## src/core/page_dma_pkg.sv

```systemverilog
package page_dma_pkg;
	localparam int unsigned ADDR_W        = 32;
	localparam int unsigned DATA_W        = 32;
	localparam int unsigned PAGE_BITS     = 12;
	localparam int unsigned WORD_BYTES    = 4;
	localparam int unsigned REG_OFF_W     = 6;
	localparam logic [ADDR_W-1:0] ADDR_RESET = 32'h0000_0000;
	localparam logic [PAGE_BITS-1:0] PAGE_LOW_ZERO = 12'h000;
	localparam logic [PAGE_BITS-1:0] LAST_WORD_OFF = 12'hFFC;
	localparam logic [PAGE_BITS-1:0] WORD_STEP = 12'h004;
	localparam logic [ADDR_W-1:0] ADDR_STEP = 32'h0000_0004;
	// register offsets
	localparam logic [REG_OFF_W-1:0] OFF_STATUS   = 6'h0C;
	localparam logic [REG_OFF_W-1:0] OFF_PNEXT    = 6'h10;
	localparam logic [REG_OFF_W-1:0] OFF_PCUR     = 6'h14;
	localparam logic [REG_OFF_W-1:0] OFF_RNEXT    = 6'h18;
	localparam logic [REG_OFF_W-1:0] OFF_RCUR     = 6'h1C;
	// status bit positions
	localparam int unsigned ST_IE_BIT     = 31;
	localparam int unsigned ST_PN_BIT     = 9;
	localparam int unsigned ST_RN_BIT     = 1;
	localparam int unsigned ST_PC_BIT     = 8;
	localparam int unsigned ST_RC_BIT     = 0;
	typedef enum logic [1:0] {
		DIR_PLAY,
		DIR_REC
	} dir_e;
endpackage : page_dma_pkg

```

## src/core/audio_page_chain_dma.sv

```systemverilog
// Overview of operation
// (RL1) each direction holds a current page address and a next page address
// (RL2) playback and record have separate current/next pairs
// (RL3) at page end continue at next address and interrupt for another
// (RL4) advancing copies next address into the current register
// (RL5) software writes only next registers; current writable for test only
// (RL6) engine idle keeps interrupts off; software enables them to start
// (RL7) enabled with no valid next address interrupts at once
// (RL8) next written with no current page moves straight to current, interrupts again
// (RL9) software disables interrupts only after final pages of both directions
// (RL10) playback reads filled pages, record writes captured samples to pages
// (RL11) playback and record start and stop together
// (RL12) one bus mastership moves both playback and record words
// (RL13) playback address written first; record address write starts both
// (RL14) software services only directions whose request flag is set
// (RL15) current address points to next access and only increases in page
// (RL16) software avoids the current word; word minus four is complete
// (RL17) current at first page word means page untouched, previous complete
// (RL18) playback pointer keeps the same progress meaning as record
// (RL19) current register read as one full word, never split
// (RL20) sample layout follows control register format settings; I_FORMAT and I_STEREO are unused, sample words pass unchanged
// (RL21) pages are 4K aligned; low twelve next address bits ignored
// (RL22) codec control rewritten only while both active flags are zero
// (RL23) registers 32 bits wide, byte and half word accesses accepted
// (RL24) current advances four bytes per word; page end completes page
// (RL25) interrupt held while enabled and any direction lacks next address
`timescale 1ns/1ps
`default_nettype none
module audio_page_chain_dma
	import page_dma_pkg::*;
(
	input  wire logic                    I_CORE_CLK,
	input  wire logic                    I_RESETN,
	input  wire logic                    I_REG_SEL,
	input  wire logic                    I_REG_WR,
	input  wire logic [REG_OFF_W-1:0]    I_REG_ADDR,
	input  wire logic [3:0]              I_REG_BE,
	input  wire logic [DATA_W-1:0]       I_REG_WDATA,
	output logic      [DATA_W-1:0]       O_REG_RDATA,
	input  wire logic [1:0]              I_FORMAT,
	input  wire logic                    I_STEREO,
	input  wire logic                    I_SAMPLE_TICK,
	input  wire logic [DATA_W-1:0]       I_REC_SAMPLE,
	output logic      [DATA_W-1:0]       O_PLAY_SAMPLE,
	output logic                         O_PLAY_SAMPLE_VALID,
	output logic                         O_BUS_REQ,
	input  wire logic                    I_BUS_GNT,
	output logic      [ADDR_W-1:0]       O_MEM_ADDR,
	output logic                         O_MEM_WR,
	output logic                         O_MEM_RD,
	output logic      [DATA_W-1:0]       O_MEM_WDATA,
	input  wire logic [DATA_W-1:0]       I_MEM_RDATA,
	input  wire logic                    I_MEM_ACK,
	output logic                         O_IRQ,
	output logic                         O_PLAYBACK_ACTIVE_FLAG,
	output logic                         O_RECORD_ACTIVE_FLAG
);
	typedef enum logic [2:0] {
		S_IDLE,
		S_REQ,
		S_PLAY,
		S_REC,
		S_DONE
	} xfer_e;

	xfer_e             state;
	xfer_e             next_state;
	logic              irq_enable;
	logic              run;
	logic [DATA_W-1:0] rec_hold;
	logic              pending;
	logic [ADDR_W-1:0] p_cur;
	logic [ADDR_W-1:0] p_next;
	logic [ADDR_W-1:0] r_cur;
	logic [ADDR_W-1:0] r_next;
	logic              p_cur_valid;
	logic              p_next_valid;
	logic              r_cur_valid;
	logic              r_next_valid;
	logic              p_done;
	logic              r_done;
	logic [DATA_W-1:0] wr_merged;
	logic [DATA_W-1:0] old_word;
	logic [DATA_W-1:0] status_word;
	logic              wr_status;
	logic              wr_pnext;
	logic              wr_pcur;
	logic              wr_rnext;
	logic              wr_rcur;
	logic              rec_start;
	logic              both_valid;
	logic              advance;
	logic              p_want;
	logic              r_want;

	function automatic logic hit(input logic [REG_OFF_W-1:0] addr, input logic [REG_OFF_W-1:0] off);
		hit = I_REG_SEL && I_REG_WR && (addr == off);
	endfunction : hit

	// register decode
	assign wr_status = hit(I_REG_ADDR, OFF_STATUS);
	assign wr_pnext  = hit(I_REG_ADDR, OFF_PNEXT);
	assign wr_pcur   = hit(I_REG_ADDR, OFF_PCUR); // see (RL5)
	assign wr_rnext  = hit(I_REG_ADDR, OFF_RNEXT);
	assign wr_rcur   = hit(I_REG_ADDR, OFF_RCUR);

	assign old_word = (I_REG_ADDR == OFF_STATUS) ? status_word :
	                  (I_REG_ADDR == OFF_PNEXT)  ? p_next :
	                  (I_REG_ADDR == OFF_PCUR)   ? p_cur :
	                  (I_REG_ADDR == OFF_RNEXT)  ? r_next :
	                  (I_REG_ADDR == OFF_RCUR)   ? r_cur : '0;

	word_lane_merge u_merge (
		.i_old    (old_word),
		.i_new    (I_REG_WDATA),
		.i_be     (I_REG_BE),
		.o_merged (wr_merged)
	);

	// record address write starts both directions
	assign rec_start  = wr_rnext && !run; // see (RL13) (RL11)
	assign both_valid = p_cur_valid && r_cur_valid;
	// one advance step moves both pointers together
	assign advance = (state == S_DONE); // see (RL11) (RL18)

	page_addr_pair u_play (
		.i_clk        (I_CORE_CLK),
		.i_resetn     (I_RESETN),
		.i_next_wr    (wr_pnext),
		.i_cur_wr     (wr_pcur),
		.i_wdata      (wr_merged),
		.i_load_empty (run || rec_start),
		.i_advance    (advance),
		.o_cur        (p_cur),
		.o_next       (p_next),
		.o_cur_valid  (p_cur_valid),
		.o_next_valid (p_next_valid),
		.o_page_done  (p_done)
	); // see (RL2)

	page_addr_pair u_rec (
		.i_clk        (I_CORE_CLK),
		.i_resetn     (I_RESETN),
		.i_next_wr    (wr_rnext),
		.i_cur_wr     (wr_rcur),
		.i_wdata      (wr_merged),
		.i_load_empty (run || rec_start),
		.i_advance    (advance),
		.o_cur        (r_cur),
		.o_next       (r_next),
		.o_cur_valid  (r_cur_valid),
		.o_next_valid (r_next_valid),
		.o_page_done  (r_done)
	); // see (RL2)

	// request flags and interrupt
	assign p_want = !p_next_valid;
	assign r_want = !r_next_valid;
	assign O_IRQ  = irq_enable && (p_want || r_want); // see (RL7) (RL25) (RL3) (RL8)

	assign status_word = {irq_enable, {(DATA_W-1-ST_PN_BIT-1){1'b0}}, p_want,
	                      O_PLAYBACK_ACTIVE_FLAG, {(ST_PC_BIT-ST_RN_BIT-1){1'b0}}, r_want,
	                      O_RECORD_ACTIVE_FLAG};

	// full word read path, never split
	always_ff @(posedge I_CORE_CLK or negedge I_RESETN) begin
		if (!I_RESETN) begin
			O_REG_RDATA <= '0;
		end else if (I_REG_SEL && !I_REG_WR) begin
			O_REG_RDATA <= old_word; // see (RL19)
		end
	end

	// enable control; idle comes up disabled
	always_ff @(posedge I_CORE_CLK or negedge I_RESETN) begin
		if (!I_RESETN) begin
			irq_enable <= 1'b0; // see (RL6)
		end else if (wr_status && I_REG_BE[3]) begin
			irq_enable <= I_REG_WDATA[ST_IE_BIT];
		end
	end

	// shared run flag stops both at once when disabled; it stays set when pages run out
	always_ff @(posedge I_CORE_CLK or negedge I_RESETN) begin
		if (!I_RESETN) begin
			run <= 1'b0;
		end else if (rec_start && irq_enable) begin
			run <= 1'b1; // see (RL11) (RL13)
		end else if (!irq_enable || (advance && !both_valid)) begin
			run <= 1'b0;
		end
	end

	// both flags rise together once both current pages are loaded
	assign O_PLAYBACK_ACTIVE_FLAG = run && both_valid; // see (RL11)
	assign O_RECORD_ACTIVE_FLAG   = run && both_valid; // see (RL11)

	// sample pacing
	always_ff @(posedge I_CORE_CLK or negedge I_RESETN) begin
		if (!I_RESETN) begin
			pending  <= 1'b0;
			rec_hold <= '0;
		end else if (I_SAMPLE_TICK && run) begin
			pending  <= 1'b1;
			rec_hold <= I_REC_SAMPLE; // see (RL20)
		end else if (state == S_DONE) begin
			pending <= 1'b0;
		end
	end

	// one mastership: read a playback word, then write a record word
	always_comb begin
		next_state = state;
		case (state)
			S_IDLE: begin
				if (pending && run && both_valid) begin
					next_state = S_REQ;
				end
			end
			S_REQ: begin
				if (I_BUS_GNT) begin
					next_state = S_PLAY; // see (RL12)
				end
			end
			S_PLAY: begin
				if (I_MEM_ACK) begin
					next_state = S_REC;
				end
			end
			S_REC: begin
				if (I_MEM_ACK) begin
					next_state = S_DONE;
				end
			end
			S_DONE: begin
				next_state = S_IDLE;
			end
			default: begin
				next_state = S_IDLE;
			end
		endcase
	end

	always_ff @(posedge I_CORE_CLK or negedge I_RESETN) begin
		if (!I_RESETN) begin
			state <= S_IDLE;
		end else begin
			state <= next_state;
		end
	end

	assign O_BUS_REQ   = (state == S_REQ) || (state == S_PLAY) || (state == S_REC);
	assign O_MEM_RD    = (state == S_PLAY); // see (RL10)
	assign O_MEM_WR    = (state == S_REC); // see (RL10)
	assign O_MEM_ADDR  = (state == S_REC) ? r_cur : p_cur; // see (RL15)
	assign O_MEM_WDATA = rec_hold;

	always_ff @(posedge I_CORE_CLK or negedge I_RESETN) begin
		if (!I_RESETN) begin
			O_PLAY_SAMPLE       <= '0;
			O_PLAY_SAMPLE_VALID <= 1'b0;
		end else begin
			O_PLAY_SAMPLE_VALID <= (state == S_PLAY) && I_MEM_ACK;
			if ((state == S_PLAY) && I_MEM_ACK) begin
				O_PLAY_SAMPLE <= I_MEM_RDATA;
			end
		end
	end
endmodule : audio_page_chain_dma
`default_nettype wire

```

## src/core/page_addr_pair.sv

```systemverilog
`timescale 1ns/1ps
`default_nettype none
module page_addr_pair
	import page_dma_pkg::*;
(
	input  wire logic              i_clk,
	input  wire logic              i_resetn,
	input  wire logic              i_next_wr,
	input  wire logic              i_cur_wr,
	input  wire logic [ADDR_W-1:0] i_wdata,
	input  wire logic              i_load_empty,
	input  wire logic              i_advance,
	output logic      [ADDR_W-1:0] o_cur,
	output logic      [ADDR_W-1:0] o_next,
	output logic                   o_cur_valid,
	output logic                   o_next_valid,
	output logic                   o_page_done
);
	logic              at_last;
	logic              chain;
	logic [ADDR_W-1:0] next_cur;
	logic              next_cur_valid;
	logic              next_next_valid;
	logic [ADDR_W-1:0] page_base;

	assign page_base = {i_wdata[ADDR_W-1:PAGE_BITS], PAGE_LOW_ZERO}; // see (RL21)
	assign at_last   = o_cur[PAGE_BITS-1:0] == LAST_WORD_OFF; // see (RL24)
	assign o_page_done = i_advance && at_last;
	// chaining on page end or on load into an empty slot
	assign chain = (o_page_done || (i_load_empty && !o_cur_valid)) && o_next_valid; // see (RL3) (RL8)

	always_comb begin
		next_cur       = o_cur;
		next_cur_valid = o_cur_valid;
		next_next_valid = o_next_valid;
		if (i_advance && !at_last) begin
			next_cur = o_cur + ADDR_STEP; // see (RL15) (RL24)
		end else if (o_page_done && !o_next_valid) begin
			next_cur_valid = 1'b0;
		end
		if (chain) begin
			next_cur        = o_next; // see (RL4) (RL17)
			next_cur_valid  = 1'b1;
			next_next_valid = 1'b0;
		end
		if (i_cur_wr) begin
			next_cur       = {i_wdata[ADDR_W-1:2], 2'b00};
			next_cur_valid = 1'b1;
		end
		if (i_next_wr) begin
			next_next_valid = 1'b1;
		end
	end

	always_ff @(posedge i_clk or negedge i_resetn) begin
		if (!i_resetn) begin
			o_cur        <= ADDR_RESET;
			o_next       <= ADDR_RESET;
			o_cur_valid  <= 1'b0;
			o_next_valid <= 1'b0;
		end else begin
			o_cur        <= next_cur; // see (RL1)
			o_cur_valid  <= next_cur_valid;
			o_next_valid <= next_next_valid;
			if (i_next_wr) begin
				o_next <= page_base;
			end
		end
	end
endmodule : page_addr_pair
`default_nettype wire

```

## src/core/word_lane_merge.sv

```systemverilog
`timescale 1ns/1ps
`default_nettype none
module word_lane_merge
	import page_dma_pkg::*;
(
	input  wire logic [DATA_W-1:0] i_old,
	input  wire logic [DATA_W-1:0] i_new,
	input  wire logic [3:0]        i_be,
	output logic      [DATA_W-1:0] o_merged
);
	// byte lane merge for partial writes
	assign o_merged = {i_be[3] ? i_new[31:24] : i_old[31:24],
	                   i_be[2] ? i_new[23:16] : i_old[23:16],
	                   i_be[1] ? i_new[15:8]  : i_old[15:8],
	                   i_be[0] ? i_new[7:0]   : i_old[7:0]}; // see (RL23)
endmodule : word_lane_merge
`default_nettype wire

```

## config.mk

```make
export PLATFORM = sky130hd
export DESIGN_NAME = audio_page_chain_dma
export DESIGN_NICKNAME = d
export VERILOG_FILES = /design/src/core/page_dma_pkg.sv /design/src/core/audio_page_chain_dma.sv /design/src/core/page_addr_pair.sv /design/src/core/word_lane_merge.sv
export SDC_FILE = /design/constraint.sdc
export NUM_CORES = 1
export LEC_CHECK = 0
export ABC_AREA = 1
export ABC_CLOCK_PERIOD_IN_PS = 2500
export BUFFER_PORTS_ARGS = -buffer_cell sky130_fd_sc_hd__buf_2
export CAP_MARGIN = 20
export CORE_ASPECT_RATIO = 0.8
export CORE_MARGIN = 4
export CORE_UTILIZATION = 25
export DETAILED_ROUTE_END_ITERATION = 12
export HOLD_SLACK_MARGIN = 0.05
export PLACE_DENSITY_LB_ADDON = 0.08
export SLEW_MARGIN = 10
export SYNTH_ARGS = -nofsm -noshare
export SYNTH_HDL_FRONTEND = slang
export SYNTH_SLANG_ARGS = --single-unit
```

## constraint.sdc

```tcl
create_clock -name I_CORE_CLK -period 2.5 [get_ports I_CORE_CLK]
set_clock_uncertainty 0.15 [all_clocks]
set_input_delay 0.5 -clock I_CORE_CLK [delete_from_list [all_inputs] [get_ports I_CORE_CLK]]
set_output_delay 0.5 -clock I_CORE_CLK [all_outputs]
set_load 0.05 [all_outputs]
```

# After elaboration in Yosys (flattened, before gate mapping)
# Index checks and enable logic that the tools add are counted.
[word_totals]
register_bits = 211
in_bits = 116
out_inout_bits = 135
elab_cells = 129
[classes]
n_eq_ne = 17
n_addsub = 2
reduce_logical = 57
n_mux = 37
[op_table]
columns = ["op", "n"]
rows = [
  ["32-bit 2-to-1 mux", 12],
  ["32-bit by 3-bit adder with 32-bit output (second input constant)", 2],
  ["8-bit 2-to-1 mux", 4],
  ["1-bit logical AND", 28],
  ["12-bit equality test (second input constant)", 2],
  ["6-bit by 5-bit equality test with 1-bit output (second input constant)", 4],
  ["1-bit 2-to-1 mux", 16],
  ["3-bit 2-to-1 mux", 4],
  ["3-bit case mux with 4 select lines", 1],
  ["3-bit nonzero test", 4],
  ["1-bit logical NOT", 10],
  ["2-bit nonzero test", 4],
  ["1-bit logical OR", 7],
  ["3-bit by 2-bit equality test with 1-bit output (second input constant)", 2],
  ["6-bit by 4-bit equality test with 1-bit output (second input constant)", 1],
  ["3-bit by 1-bit != test with 1-bit output (second input constant)", 2],
  ["2-bit by 1-bit != test with 1-bit output (second input constant)", 2],
  ["2-bit != test (second input constant)", 2],
  ["2-bit AND reduction", 2],
  ["4-bit AND reduction", 1],
  ["3-bit by 1-bit equality test with 1-bit output (second input constant)", 1],
  ["3-bit equality test (second input constant)", 1],
  ["3-bit logical NOT", 1],
]

# Logic depth before layout (Yosys ltp)
# Gate-level depths: netlist of run 1.
[depth]
ltp_word = 9
depth_mapped = 14
ltp_nobuf = 14

# Modules after synthesis
# A second synthesis of run 1 with hierarchy kept.
[hier_totals]
hier_cells = 2066
hier_area_um2 = 13773.2
[by_module_without_submodules]
columns = ["module", "seq_area_each_um2", "cells_per_inst", "area_each_um2", "n_inst"]
rows = [
  ["audio_page_chain_dma", 2577.5, 796, 6022.0, 1],
  ["page_addr_pair at u_play", 1301.2, 588, 3671.0, 1],
  ["page_addr_pair at u_rec", 1301.2, 578, 3659.8, 1],
  ["word_lane_merge", 0.0, 104, 420.4, 1],
]

# Least setup slack after synthesis of run 1
# Ideal clock, no wire load.
[synth_path]
kind = "flip-flop to output port"
start = "register state[2]"
end = "output port O_MEM_ADDR[16]"
path_slack_ns = -0.406
stages_incl_launch_ff = 5
path_buffers = 1
t_required_ns = 1.850
arrival_ns = 2.256
path_cell_list = "dfrtp_1 -> nor3_1 -> inv_1 -> clkbuf_1 -> o21ai_0"
[synth_between]
elab_chain_len = 2
[synth_rtl]
columns = ["element", "line", "text"]
rows = [
  ["from (decl)", "audio_page_chain_dma.sv:66", "xfer_e state;"],
  ["from (signal assigned)", "audio_page_chain_dma.sv:248", "state <= next_state;"],
  ["3-bit by 2-bit equality test with 1-bit output", "audio_page_chain_dma.sv:255", "assign O_MEM_ADDR = (state == S_REC) ? r_cur : p_cur;"],
  ["32-bit 2-to-1 mux", "audio_page_chain_dma.sv:255", ""],
  ["to (decl)", "audio_page_chain_dma.sv:48", "output logic [ADDR_W-1:0] O_MEM_ADDR,"],
]
# No other way between the ends.

# Worst setup path after layout of run 1
[layout_path]
start = "register state[0]"
end = "output port O_MEM_ADDR[30]"
# Same word-level chain as after synthesis.

==> results of run 1 <==
[cell families after synthesis]
family / synth area share [%]
xor gates and xnor gates: 1.430
adders and majority gates: 0.4086
DFF: 42.29
muxes: 2.942
buffers and inverters: 6.762
other: 0.03061
and+or+nand+nor: 38.87
AOI/OAI and AO/OA: 7.273
[final cells by class]
class,instances,area share [%]
Tap cell,629,4.435
Clock inverter,8,0.6064
Timing Repair inverter,1,0.04231
Multi-Input combinational cell,1342,37.60
Sequential cell,207,29.20
Inverter,119,2.538
Timing Repair Buffer,466,20.79
Clock buffer,44,4.795
[synth_stat cells (all sizes together)]
library cell / count
ha: 4
a31oi: 34
nand3b: 9
buf: 32
nor2: 155
or2: 18
o211ai: 29
clkbuf: 53
inv: 119
nand2: 695
a41oi: 1
xor2: 19
dfrtp: 207
a21oi: 5
mux2: 32
conb: 1
nor3: 4
nand4: 10
o21a: 1
o22ai: 10
o21ai: 69
xnor2: 1
nand3: 244
[final timing paths]
path                                         from           endpoint  slack [ps]  cells after the start
max in group asynchronous                I_RESETN   O_PLAY_SAMPLE[2]        1090                      3
worst max register to register           state[0]    u_rec.o_cur[13]          40                     14
worst max-delay path                     state[0]     O_MEM_ADDR[30]        -230                      8
worst min-delay path                    I_MEM_ACK           state[1]         100                      4
min in group asynchronous                I_RESETN     O_REG_RDATA[5]         350                      2
worst min register to register  O_PLAY_SAMPLE[11]  O_PLAY_SAMPLE[11]         310                      2
[worst max-delay path, delay by kind of cell (launching register included)]
kind	cells	cell delay, ps
and+or+nand+nor	2	310
buffers and inverters	5	730
DFF	1	360
AOI/OAI and AO/OA	1	100
[layer usage]
layer / part of all wire, % / routed length (um)
met1: 47 / 28470
met2: 43 / 25640
met3: 7.6 / 4565
met4: 2.6 / 1571
met5: 0.022 / 13
[registers in the layout, summed over array words and instances, names as in the netlist, 3 cells and up]
signal	cells
O_MEM_WDATA	32
O_PLAY_SAMPLE	32
O_REG_RDATA	32
u_play.o_cur	30
u_rec.o_cur	30
u_play.o_next	20
u_rec.o_next	20
state	3
[timing repair]
action                                  CTS  global route
hold buffers                             67             0
cloned                                    5             2
hold endpoints to repair                118             0
gates resized for setup                 151            63
pin swaps                                 2             7
setup buffers                             9            16
endpoints found under the setup margin   30            58
[power by group]
part	internal (mW)	switching, mW
registers	4.26	0.932
clock network	2.53	1.66
logic	2.88	5.80
total	9.68	8.39
[through the flow]
stage	setup WS [ps]	setup TNS, ps	utilization, %
after CTS	-303.1	-7407	35.94
final	-229.4	-5271	36.68
after global routing	-266.6	-7948	36.68
after floorplan	-38.18	-114.6	-
after detailed placement	-162.3	-3547	31.19
after global placement	-176.1	-4165	31.19
==> key figures, run 1 <==
Floorplanning
  – Chip Height: 206.0 um
  – Total die area: 52630 um2
  – Site Rows: 72
  – Io pins: 251
  – Core Area: 48380 um2
  – Die width: 255.5 um
  – Initial Util: 25.32%

Power
  – Leak: 8.898 nW
  – Peak VDD IR: 0.4679 mV
  – Power, Total: 18.07 mW
  – Pwr dens: 1018 nW/um2

Worst setup path
  – WS Path Type: reg2out
  – Cell Chain, Critical Path: inv_2 > nor3_4 > buf_12 > buf_16 > buf_4 > nand2_4 > o21ai_4 > buf_6
  – Crit-path slowest cell: dfrtp_1
  – CP max stage delay: 360 ps
  – WP data arrival: 2080 ps
  – CP Launch Type: flip-flop
  – Critical Path End Type: output port
  – Worst-path fanout max: 7
  – CP required: 1850 ps

Finish
  – Area grow syn2layout: 44.86%
  – Share of cells above drive strength 1: 26.75%
  – Commonest non-fill, non-tap cell in the layout: nand2_1
  – Final nets: 2285
  – FF+latch area: 5181 um2
  – Multi-input gate area: 6671 um2
  – Most frequent cells in the layout: nand2_1, nand3_1, buf_2
  – Finished Cell Area: 17740 um2
  – Diodes inserted: 0
  – Fill cells: 5175
  – Non-filler cells, final: 2816

Route
  – Initial DRC Count: 1395
  – Routed WL per cell: 21.40 um
  – Post-route ant nets: 0
  – DRT Pass-1 Iters: 5
  – WL final: 60.26 mm
  – Vias: 13760
  – Vias per cell: 4.886
  – DRC Markers: 0

Status
  – Status: complete, but fails checks
  – Failing checks: setup timing

Timing
  – Fmax achieved: 0.3664 GHz
  – Post-route setup slack: -229.4 ps
  – Worst Hold Slack: 101.2 ps
  – Final max-slew violation count: 0
  – Tcrit/Tclk final: 109.2%
  – Normalized max-slew margin: 54.17%
  – Min Tclk post-route: 2729 ps
  – Endpoints failing setup: 31
  – RSZ-0062 raised after global routing: yes
  – Worst-Margin Slew: 687.5 ps
  – Final Hold Fails: 0

Yosys
  – Ys Warns: 0
  – Synth top area cells: dfrtp_1, nand2_1, nand3_1
  – Cells after Synth: 1752
  – Number of distinct library cells after synthesis: 34
  – Syn_area_per_cell: 6.992 um2
  – Cell Area, Synth: 12250 um2
  – Synth area leader: dfrtp_1
  – Post-synthesis sequential area ratio: 42.29%
  – FF+latch count, synth: 207
  – Yosys top cell area share: 42.29%

Placement
  – PortBufs: 243
  – Placed inst area: 15090 um2
  – DP Wirelength: 45.92 mm
  – Number of instances in the placed design: 2670
  – Final GP Congestion: 0.9477

Clocking
  – Worst-skew pair later-pin latency: 580 ps
  – CTS max path bufs: 3
  – H-tree depth: 1
  – Clk pin slew, worst setup/hold paths: 60 ps
  – CTS tree: yes
  – Clock root buffer: clkbuf_16
  – Clk sinks: 207
  – CTS buffer count: 28

Global routing
  – Grt met2 use: 32.36%
  – GR peak layer: met1
  – Met3 Use GR: 4.190%
  – Vias in the first global route: 13211
  – GRT overflow: 0
  – First-pass GRT wire length: 87.49 mm
  – Initial antenna violation count: 1
  – Largest net degree at the start of global routing: 61
  – Global-route track usage on met1: 32.98%
  – Tot GR Track Use: 21.98%

Min path
  – Min-Delay Path Class: in2reg

Job
  – Max-Cap Viols: 0
Note: power is estimated with default switching activity, not from simulation.
==> run 2: changes to the inputs <==
--- a/config.mk
+++ b/config.mk
@@ -12,9 +12,11 @@
 export CORE_ASPECT_RATIO = 0.8
 export CORE_MARGIN = 4
 export CORE_UTILIZATION = 25
+export CTS_BUF_LIST = sky130_fd_sc_hd__clkbuf_4
 export DETAILED_ROUTE_END_ITERATION = 12
 export HOLD_SLACK_MARGIN = 0.05
 export PLACE_DENSITY_LB_ADDON = 0.08
+export SKIP_CTS_REPAIR_TIMING = 1
 export SLEW_MARGIN = 10
 export SYNTH_ARGS = -nofsm -noshare
 export SYNTH_HDL_FRONTEND = slang
==> run 2 against run 1 <==
Effect of this change: the run still ends with setup timing left; register-to-register slack gained 90 ps; final area increased by 0.12%; via count rose by 3.0%; non-clock buffer count up 28; fmax decreased by 8.3%; first-iteration DRC count grew 11%; critical path type unchanged; largest cell class unchanged.
==> key figures, run 2 (synthesis results as in run 1) <==
Status
  – Status: complete, but fails checks
  – Failing checks: setup timing

Worst setup path
  – CP Launch Type: flip-flop
  – WP data arrival: 2330 ps
  – Reg2reg path depth: 12
  – Critical Path End: O_MEM_ADDR[18]
  – WS Path Type: reg2out
  – CP startpoint: state[0]
  – R2r setup slk: 130 ps
  – R2R Path Start: state[0]
  – CP required: 1850 ps
  – Worst-path fanout max: 6
  – Worst R2R End: u_rec.o_cur[23]
  – Critical Path End Type: output port

Floorplanning
  – Io pins: 251
  – Site Rows: 72
  – Initial Util: 25.32%
  – Chip Height: 206.0 um
  – Core Area: 48380 um2
  – Total die area: 52630 um2
  – Die width: 255.5 um

Route
  – Initial DRC Count: 1551
  – DRT Pass-1 Iters: 6
  – Post-route ant nets: 0
  – Vias: 14174
  – DRC Markers: 0
  – WL final: 60.95 mm
  – Routed WL per cell: 20.89 um
  – Vias per cell: 4.859

Timing
  – Final max-slew violation count: 0
  – Endpoints failing setup: 31
  – Sum of negative setup slack: -11490 ps
  – Worst-Margin Slew: 633.4 ps
  – Min Tclk post-route: 2977 ps
  – RSZ-0062 raised after global routing: yes
  – Final Hold Fails: 0
  – Tcrit/Tclk final: 119.1%
  – Post-route setup slack: -476.8 ps
  – Normalized max-slew margin: 57.77%
  – Worst Hold Slack: 60.89 ps
  – Fmax achieved: 0.3359 GHz

Finish
  – Commonest non-fill, non-tap cell in the layout: nand2_1
  – Non-filler cells, final: 2917
  – Final nets: 2352
  – Fill cells: 5204
  – Share of cells above drive strength 1: 27.55%
  – Area grow syn2layout: 45.04%
  – Most frequent cells in the layout: nand2_1, nand3_1, buf_2

Clocking
  – Clock root buffer: clkbuf_4
  – Clk pin slew, worst setup/hold paths: 70 ps
  – Worst-skew pair later-pin latency: 790 ps
  – H-tree depth: 3
  – CTS tree: yes
  – CTS buffer count: 67
  – CTS max path bufs: 3
  – Clk sinks: 207

Global routing
  – First-pass GRT wire length: 86.06 mm
  – Tot GR Track Use: 21.90%
  – Initial antenna violation count: 2
  – Largest net degree at the start of global routing: 61
  – Vias in the first global route: 13050
  – GRT overflow: 0

Power
  – Clock power share: 21.2%
  – Reg power frac: 29.9%
  – Pwr dens: 973.5 nW/um2
  – Int Power: 8.919 mW
  – Peak VDD IR: 0.4359 mV
  – Psw: 8.376 mW
  – Leak: 8.915 nW
  – Comb pwr share: 48.9%
  – Sw frac: 48.43%

Placement
  – DP Wirelength: 45.92 mm
  – Number of instances in the placed design: 2670
  – PortBufs: 243
  – Final GP Congestion: 0.9477

Job
  – Max-Cap Viols: 0

Min path
  – Min-Delay Path Class: in2reg
  – Hold path depth: 7
## run 2: cell types whose count changed in the layout (fill, tap and decap cells not counted), moves of 10 or more
cell / previous run / this run
clkbuf_4: 0 / 93
nand2_1: 651 / 661
clkinv_1: 0 / 21
dlygate4sd3_1: 67 / 100
nand2_4: 21 / 9
clkbuf_16: 30 / 4
## run 2: per-layer routing
metal	GRT usage, %	wire, um	vias to the layer above
met4	6.599	1545	0
li1	-	-	6683
met3	5.488	4658	106
met5	0	0	-
met2	31.47	25890	560
met1	32.28	28860	6825
## run 2: through the flow
| step | instance area (um2) | utilization (%) | worst slack [ps] | total power [mW] |
|---|---|---|---|---|
| finish | 17770 | 36.72 | -476.8 | 17.29 |
| global route | 17770 | 36.72 | -613.2 | 18.25 |
| CTS | 15950 | 32.97 | -813.9 | 16.19 |
| detailed placement | 15090 | 31.19 | -162.3 | 12.41 |
| global placement | 15090 | 31.19 | -176.1 | 12.38 |
| floorplan | 12250 | - | -38.18 | 9.786 |
## run 2: final cells by class
type	count	area, um2	area share [%]
multi-input combinational	1342	6548	36.85
tap	629	787.0	4.430
antenna	5	12.51	0.07043
clock inverter	29	176.4	0.9930
timing repair buffer	494	3914	22.03
clock buffer	91	683.2	3.845
timing repair inverter	1	7.507	0.04226
inverter	119	450.4	2.535
sequential	207	5187	29.20
## run 2: critical path, stage by stage, from the launching register on
cell and delay, ps:
dfrtp_1 380, inv_2 70, nor3_4 230, buf_12 190, clkinvlp_4 230, o21ai_2 260, buf_6 180
## run 2: worst min path at each step
stage	end	startpoint
finish	u_play.o_cur[3]	I_REG_WDATA[3]
detailed placement	O_PLAY_SAMPLE[27]	O_PLAY_SAMPLE[27]
global placement	O_PLAY_SAMPLE[30]	O_PLAY_SAMPLE[30]
floorplan	O_MEM_WDATA[0]	I_RESETN
global route	u_play.o_cur[4]	I_REG_BE[0]
CTS	O_REG_RDATA[6]	I_RESETN
## run 2: power groups by stage
| stage | logic (mW) | registers (mW) | clock network, mW |
|---|---|---|---|
| floorplan | 3.08 | 6.70 | 0 |
| global placement | 7.22 | 5.16 | 0 |
| detailed placement | 7.23 | 5.17 | 0 |
| CTS | 7.25 | 5.12 | 3.82 |
| global route | 8.97 | 5.27 | 4.01 |
| finish | 8.46 | 5.17 | 3.66 |
